`config.mk`:
```
export PLATFORM = sky130hd
export DESIGN_NAME = tpp_port
export DESIGN_NICKNAME = d
export VERILOG_FILES = /design/src/rtl/tpp_port.v
export VERILOG_INCLUDE_DIRS = /design/src /design/src/rtl
export SDC_FILE = /design/constraint.sdc
export NUM_CORES = 1
export LEC_CHECK = 0
export BUFFER_PORTS_ARGS = -buffer_cell sky130_fd_sc_hd__buf_2
export CAP_MARGIN = 25
export CORE_MARGIN = 2
export CORE_UTILIZATION = 45
export CTS_CLUSTER_DIAMETER = 100
export DETAILED_ROUTE_END_ITERATION = 7
export PLACE_DENSITY_LB_ADDON = 0.3
export SETUP_SLACK_MARGIN = 0.4
export SLEW_MARGIN = 30
export SYNTH_ARGS = -nofsm -noshare
export SYNTH_HDL_FRONTEND = slang
export SYNTH_SLANG_ARGS = --single-unit
```
`constraint.sdc`:
```
create_clock -name CLK_I -period 2.35 [get_ports CLK_I]
set_input_delay 0.3525 -clock CLK_I [delete_from_list [all_inputs] [get_ports CLK_I]]
set_output_delay 0.3525 -clock CLK_I [all_outputs]
set_load 0.05 [all_outputs]
```
`src/rtl/tpp_defines.vh`:
```
/*
 Constants for the TDM PCM port: control bit positions, reset values and frame timing.
 Assumes inclusion by its bare name from the port module.
*/
`ifndef TPP_DEFINES_VH
`define TPP_DEFINES_VH
`define TPP_CTRL_ADDR 4'h0
`define TPP_STAT_ADDR 4'h1
`define TPP_OUT0_ADDR 4'h2
`define TPP_OUT1_ADDR 4'h3
`define TPP_IN0_ADDR 4'h4
`define TPP_IN1_ADDR 4'h5
`define TPP_CTRL_ODE_BIT 6
`define TPP_CTRL_RST 8'h00
`define TPP_CHANNELS 32
`define TPP_BITS_PER_SLOT 8
`define TPP_CLKS_PER_BIT 2
`define TPP_INIT_CYCLES 16
`endif

```
`src/rtl/tpp_port.v`:
```
/*
 TDM PCM port: two serial input and two serial output streams, frame format
 detection, output drive gating, standby and initialization after reset.
 Assumes the bit clock and frame pulse come from an asynchronous backplane and
 that CLK_I runs well above twice the bit clock.
*/
`timescale 1ns/100ps
`include "tpp_defines.vh"

// What this block does
// Both serial outputs are driven only when the drive enable pin and control bit 6 are high.
// If either the pin or the control bit is low both serial outputs are released.
// Receive input and send output form port 1, send input and receive output form port 2.
// Each serial output carries 32 timeslots per frame at 2.048 Mbps.
// Each serial input carries 32 timeslots per frame; only the timeslot selected at register 4 or 5 is received.
// The frame pulse polarity format is detected without any configuration.
// The far end supplies a 4.096 MHz bit clock that shifts all four streams.
// The frequency select pin is synchronised and only reported at status register bit 4; no master clock is used.
// Bit clock and frame pulse are asynchronous to CLK_I and are synchronised.
// While reset is low the block is held in reset and in standby.
// After reset release initialization presets the control register to its reset value.
// Each 8-bit timeslot spans eight bits of two bit-clock cycles each, slot 0 after the pulse.
module tpp_port #(
    parameter CHANNELS = `TPP_CHANNELS,
    parameter INIT_CYCLES = `TPP_INIT_CYCLES
) (
    // Clock and reset
    input wire CLK_I,
    input wire RST_N_I,
    // Serial link
    input wire SERIAL_BIT_CLOCK_IN_I,
    input wire FRAME_PULSE_IN_I,
    input wire RIN_I,
    input wire SIN_I,
    input wire OUTPUT_DRIVE_ENABLE_I,
    input wire FREQ_SELECT_I,
    output reg SOUT_O,
    output reg SOUT_OE_O,
    output reg ROUT_O,
    output reg ROUT_OE_O,
    // Register port
    input wire [3:0] ADDR_I,
    input wire [7:0] WDATA_I,
    input wire WR_I,
    input wire RD_I,
    output reg [7:0] RDATA_O,
    // Status
    output reg STANDBY_O,
    output reg READY_O
);
    localparam ST_INIT = 2'h0;
    localparam ST_RUN = 2'h1;

    reg [2:0] clk_sync_reg;
    reg [1:0] fp_sync_reg;
    reg [1:0] rin_sync_reg;
    reg [1:0] sin_sync_reg;
    reg [1:0] ode_sync_reg;
    reg [1:0] fsel_sync_reg;
    reg [1:0] state_reg;
    reg [7:0] init_cnt_reg;
    reg [7:0] ctrl_reg;
    reg fmt_low_reg;
    reg fmt_valid_reg;
    reg fmt_seen_reg;
    reg fp_seen_reg;
    reg [4:0] slot_reg;
    reg [2:0] bit_reg;
    reg half_reg;
    reg [4:0] out_slot0_reg;
    reg [4:0] out_slot1_reg;
    reg [7:0] out0_data_reg;
    reg [7:0] out1_data_reg;
    reg [7:0] in0_data_reg;
    reg [7:0] in1_data_reg;
    reg [7:0] rx0_sh_reg;
    reg [7:0] rx1_sh_reg;
    reg [7:0] tx0_sh_reg;
    reg [7:0] tx1_sh_reg;
    reg [7:0] rd_next;
    reg [4:0] slot_next;
    wire clk_rise;
    wire clk_fall;
    wire fp_act;
    wire run;
    wire drive_en;

    // Link signals sampled twice before use
    always @(posedge CLK_I or negedge RST_N_I) begin
        if (!RST_N_I) begin
            clk_sync_reg <= 3'h0;
            fp_sync_reg <= 2'h3;
            rin_sync_reg <= 2'h0;
            sin_sync_reg <= 2'h0;
            ode_sync_reg <= 2'h0;
            fsel_sync_reg <= 2'h0;
        end else begin
            clk_sync_reg <= {clk_sync_reg[1:0], SERIAL_BIT_CLOCK_IN_I};
            fp_sync_reg <= {fp_sync_reg[0], FRAME_PULSE_IN_I};
            rin_sync_reg <= {rin_sync_reg[0], RIN_I};
            sin_sync_reg <= {sin_sync_reg[0], SIN_I};
            ode_sync_reg <= {ode_sync_reg[0], OUTPUT_DRIVE_ENABLE_I};
            fsel_sync_reg <= {fsel_sync_reg[0], FREQ_SELECT_I};
        end
    end

    assign clk_rise = clk_sync_reg[1] & ~clk_sync_reg[2];
    assign clk_fall = ~clk_sync_reg[1] & clk_sync_reg[2];
    // Pulse is active at the level opposite to the idle level seen
    assign fp_act = fmt_valid_reg & (fp_sync_reg[1] ^ ~fmt_low_reg);
    assign run = (state_reg == ST_RUN);
    assign drive_en = run & ode_sync_reg[1] & ctrl_reg[`TPP_CTRL_ODE_BIT];

    // Initialization and standby sequence
    always @(posedge CLK_I or negedge RST_N_I) begin
        if (!RST_N_I) begin
            state_reg <= ST_INIT;
            init_cnt_reg <= 8'h00;
        end else begin
            case (state_reg)
                ST_INIT: begin
                    if (init_cnt_reg == INIT_CYCLES[7:0] - 8'h01)
                        state_reg <= ST_RUN;
                    else
                        init_cnt_reg <= init_cnt_reg + 8'h01;
                end
                ST_RUN: state_reg <= ST_RUN;
                default: state_reg <= ST_INIT;
            endcase
        end
    end

    // Frame format detection: idle level must match at two falls in a row,
    // as a pulse never spans two falls and may be present at the first one
    always @(posedge CLK_I or negedge RST_N_I) begin
        if (!RST_N_I) begin
            fmt_low_reg <= 1'b0;
            fmt_valid_reg <= 1'b0;
            fmt_seen_reg <= 1'b0;
        end else if (run && clk_fall && !fmt_valid_reg) begin
            fmt_low_reg <= ~fp_sync_reg[1];
            fmt_seen_reg <= 1'b1;
            if (fmt_seen_reg && (fmt_low_reg == ~fp_sync_reg[1]))
                fmt_valid_reg <= 1'b1;
        end
    end

    // Bit and slot counters, two bit-clock cycles per bit
    always @* begin
        slot_next = slot_reg + 5'h01;
    end

    always @(posedge CLK_I or negedge RST_N_I) begin
        if (!RST_N_I) begin
            slot_reg <= 5'h00;
            bit_reg <= 3'h0;
            half_reg <= 1'b0;
            fp_seen_reg <= 1'b0;
            rx0_sh_reg <= 8'h00;
            rx1_sh_reg <= 8'h00;
            tx0_sh_reg <= 8'hff;
            tx1_sh_reg <= 8'hff;
            in0_data_reg <= 8'h00;
            in1_data_reg <= 8'h00;
        end else if (run && clk_fall) begin
            if (fp_act) begin
                fp_seen_reg <= 1'b1;
                slot_reg <= 5'h00;
                bit_reg <= 3'h0;
                half_reg <= 1'b0;
                tx0_sh_reg <= (out_slot0_reg == 5'h00) ? out0_data_reg : 8'hff;
                tx1_sh_reg <= (out_slot1_reg == 5'h00) ? out1_data_reg : 8'hff;
            end else if (fp_seen_reg) begin
                half_reg <= ~half_reg;
                if (half_reg) begin
                    tx0_sh_reg <= {tx0_sh_reg[6:0], 1'b1};
                    tx1_sh_reg <= {tx1_sh_reg[6:0], 1'b1};
                    bit_reg <= bit_reg + 3'h1;
                    if (bit_reg == 3'h7) begin
                        slot_reg <= (slot_reg == CHANNELS[4:0] - 5'h01) ? 5'h00 : slot_next;
                        tx0_sh_reg <= (out_slot0_reg == slot_next) ? out0_data_reg : 8'hff;
                        tx1_sh_reg <= (out_slot1_reg == slot_next) ? out1_data_reg : 8'hff;
                    end
                end
            end
        end else if (run && clk_rise && fp_seen_reg && half_reg) begin
            // Sample at the rise in the second bit-clock cycle of each bit, port 1 receive and port 2 send
            rx0_sh_reg <= {rx0_sh_reg[6:0], rin_sync_reg[1]};
            rx1_sh_reg <= {rx1_sh_reg[6:0], sin_sync_reg[1]};
            if (bit_reg == 3'h7) begin
                if (slot_reg == out_slot0_reg)
                    in0_data_reg <= {rx0_sh_reg[6:0], rin_sync_reg[1]};
                if (slot_reg == out_slot1_reg)
                    in1_data_reg <= {rx1_sh_reg[6:0], sin_sync_reg[1]};
            end
        end
    end

    // Register writes; initialization clears only the control register
    always @(posedge CLK_I or negedge RST_N_I) begin
        if (!RST_N_I) begin
            ctrl_reg <= `TPP_CTRL_RST;
            out0_data_reg <= 8'hff;
            out1_data_reg <= 8'hff;
            out_slot0_reg <= 5'h00;
            out_slot1_reg <= 5'h00;
        end else if (!run) begin
            ctrl_reg <= `TPP_CTRL_RST;
        end else if (WR_I) begin
            case (ADDR_I)
                `TPP_CTRL_ADDR: ctrl_reg <= WDATA_I;
                `TPP_OUT0_ADDR: out0_data_reg <= WDATA_I;
                `TPP_OUT1_ADDR: out1_data_reg <= WDATA_I;
                `TPP_IN0_ADDR: out_slot0_reg <= WDATA_I[4:0];
                `TPP_IN1_ADDR: out_slot1_reg <= WDATA_I[4:0];
                default: ;
            endcase
        end
    end

    always @* begin
        rd_next = 8'h00;
        case (ADDR_I)
            `TPP_CTRL_ADDR: rd_next = ctrl_reg;
            `TPP_STAT_ADDR: rd_next = {3'h0, fsel_sync_reg[1], fmt_low_reg, fmt_valid_reg,
                fp_seen_reg, run};
            `TPP_OUT0_ADDR: rd_next = in0_data_reg;
            `TPP_OUT1_ADDR: rd_next = in1_data_reg;
            `TPP_IN0_ADDR: rd_next = {3'h0, out_slot0_reg};
            `TPP_IN1_ADDR: rd_next = {3'h0, out_slot1_reg};
            default: rd_next = 8'h00;
        endcase
    end

    // Registered outputs
    always @(posedge CLK_I or negedge RST_N_I) begin
        if (!RST_N_I) begin
            RDATA_O <= 8'h00;
            SOUT_O <= 1'b1;
            ROUT_O <= 1'b1;
            SOUT_OE_O <= 1'b0;
            ROUT_OE_O <= 1'b0;
            STANDBY_O <= 1'b1;
            READY_O <= 1'b0;
        end else begin
            RDATA_O <= RD_I ? rd_next : 8'h00;
            SOUT_O <= tx0_sh_reg[7];
            ROUT_O <= tx1_sh_reg[7];
            SOUT_OE_O <= drive_en & fp_seen_reg;
            ROUT_OE_O <= drive_en & fp_seen_reg;
            STANDBY_O <= ~run;
            READY_O <= run;
        end
    end
endmodule // tpp_port

```
==> results by group <==
Yosys
  • FF+latch count, synth: 128
  • Synth Instances: 454
  • Cell taking the most area after synthesis: dfrtp_1
  • Async S/R FF share, synth: 100%
  • Synth top area share: 40.0%
  • Synth area leaders: dfrtp_1, dfstp_2, mux2_2
  • Ys flop type: dfrtp_1
  • Synthesized netlist net count: 481
  • Post-synthesis cell type count: 52
  • Mean Syn Cell Area: 12.5 µm²
  • Synthesis warning total: 0
  • Most common cell in the netlist: dfrtp_1
  • Syn Std Cell Area: 5690 µm²
  • Post-synth EDFFs: 0
  • Post-synth top cells: dfrtp_1, mux2_2, nor2_1
  • Sequential share of the synthesized area: 57.1%

Setup path
  • Biggest cell delay along the critical path: 0.42 ns
  • CP dominant cell by count: ha_4
  • Reg2Reg Launch Point: slot_reg[0]
  • Maximum fanout along the worst path: 7
  • CP Launch Point: slot_reg[0]
  • CP Launch Type: flop
  • WP buf/inv: 0
  • Worst EP required: 2.69 ns
  • CP max stage cell: dfrtp_2
  • CP top delay family: compound AO/OA/AOI/OAI gates
  • Crit end category: flop
  • Cell Chain, Critical Path: ha_4, and3_4, ha_4, xnor2_1, and4_4, a31oi_4, o21ai_1, a31oi_1
  • Crit path arrival time: 2.31 ns
  • Setup Crit Path Kind: flop to flop

Finish
  • Nets: 535
  • Filler cell count: 1064
  • Fraction of layout cells with a size suffix above 1: 41.8%
  • Area delta synth->final: 19.9%
  • Fin area: 6820 µm²
  • Final core utilization: 54.7%
  • Antenna diode count: 0

Timing
  • Slew @ Worst Pin: 0.517 ns
  • Period utilisation layout: 83.6%
  • Fin. Hold Viols: 0
  • Tmin final: 1.97 ns
  • Worst Clk Skew: 0.0130 ns
  • RSZ-0062 raised after global routing: yes
  • Fin. max-slew vios: 0
  • Worst relative slew slack: 65.3%
  • Final setup violation count: 0
  • Fmax: 509 MHz
  • Final hold slack: 0.0287 ns
  • Setup TNS Final: 0 ns

Place
  • GPL Wtd Cong: 0.898
  • DP HPWL: 8180 µm
  • Area after DPL: 6110 µm²
  • # port buffers: 35

Clock network
  • Total CTS buffers: 17
  • # H-tree levels: 4
  • CTS clk-pin slew, worst paths: 0.05 ns
  • Worst-Skew Late Latency: 0.42 ns
  • Clock Sinks: 128
  • CTS tree: done
  • Max Buffers Root-to-Sink: 2
  • Root buffer cell: clkbuf_16

GRT
  • Initial antenna violation count: 1
  • Largest net degree at the start of global routing: 54
  • Number of global-route vias before repair: 3660
  • Total gr overflow: 0
  • GRT Overall Usage: 19.3%
  • First-pass GRT wire length: 19400 µm

Floorplan
  • Core Region: 12500 µm²
  • Die Y: 116 µm
  • FP Rows: 41
  • Total Die Area: 13600 µm²
  • Top Ports: 36
  • Starting Density: 45.6%
  • Die width: 116 µm

Drt
  • DRC viols: 0
  • Post-DRT Antenna Nets: 0
  • DR pass1 iterations: 4
  • Total wire length: 11900 µm
  • Routed WL per cell: 17.2 µm
  • Vias/cell: 5.31
  • Vias post-DR: 3680
  • Initial detailed-routing violation count: 231

Status
  • Outcome: finished clean

Hold path
  • HP Start: FRAME_PULSE_IN_I
  • Hold crit path type: input port to flop

Run
  • Max-cap violations: 0

Power and ir drop
  • LEAKAGE: 0.00305 µW
  • Worst VDD drop: 0.589 mV
  • Pwr/cell area: 977 nW/µm²
layer usage:
metal  global-route usage [%]  share of wire [%]  vias up
met2                     29.1                 47       72
met4                     6.19                1.2        0
li1                         -                  -     1738
met1                     26.3                 46     1853
met3                     6.69                5.2       17
met5                        0                  0        -
path summary, 6_finish.rpt:
check / to / slack, ns / cells after the start
max reg2reg: tx0_sh_reg[4] / 0.38 / 8
min in group asynchronous: ROUT_OE_O / 0.41 / 2
max in group asynchronous: out1_data_reg[1] / 1.26 / 3
max: tx0_sh_reg[4] / 0.38 / 8
min reg2reg: ode_sync_reg[1] / 0.35 / 0
min: fp_sync_reg[0] / 0.03 / 1
power breakdown:
part	switching, µW	internal [µW]
logic	693	485
registers	268	2630
clock network	940	1640
layout make-up:
| cell class | count | area, µm² | area share [%] |
|---|---|---|---|
| Clock buffer | 23 | 478 | 7.01 |
| Clock inverter | 9 | 108 | 1.58 |
| Inverter | 3 | 11.3 | 0.165 |
| Timing Repair Buffer | 54 | 339 | 4.97 |
| Multi-Input combinational cell | 304 | 2410 | 35.4 |
| Sequential cell | 128 | 3250 | 47.7 |
| Tap cell | 172 | 215 | 3.16 |
worst register-to-register path: stages, from the launching register on:
cell     delay, ns
dfrtp_2       0.42
ha_4          0.17
and3_4        0.18
ha_4          0.23
xnor2_1       0.12
and4_4        0.20
a31oi_4       0.27
o21ai_1       0.12
a31oi_1       0.19
kinds of logic after synthesis:
logic type | after synthesis | synth area share [%]
compound gates | 88 | 9.33
fa+ha+maj | 5 | 1.10
flops | 128 | 57.1
mux | 79 | 15.4
buf+inv | 22 | 1.98
simple gates | 106 | 10.6
xor+xnor | 26 | 4.49
cell usage in the layout (no fill, tap or decap), types with 5 or more instances in the layout:
cell type   n
dfrtp_1    89
mux2_2     66
nor2_1     39
dfstp_2    37
buf_2      34
o21ai_0    23
clkbuf_16  17
buf_4      17
nand2_1    15
a31oi_1    14
mux2i_1    13
xor2_1     12
xnor2_1    11
a21oi_1    10
a22oi_1     9
o21ai_1     9
nand3_1     7
nand4_1     6
nor3_1      5
o21ai_2     5
timing repair:
action	4_1_cts	5_1_grt
hold buffers	1	0
endpoints found under the setup margin	16	25
hold endpoints to repair	24	0
pin swaps	10	18
buffers inserted	5	0
gates resized for setup	7	23
stage by stage:
| step | instances | worst slack, ns | total power, µW |
|---|---|---|---|
| after global placement | 655 | 0.284 | 3980 |
| final | 693 | 0.385 | 6660 |
| after floorplan | 454 | 0.411 | 3680 |
| after CTS | 693 | 0.324 | 6640 |
| after detailed placement | 655 | 0.193 | 4020 |
| after global routing | 693 | 0.295 | 6980 |
No activity file was read; power rests on OpenSTA's default activity.
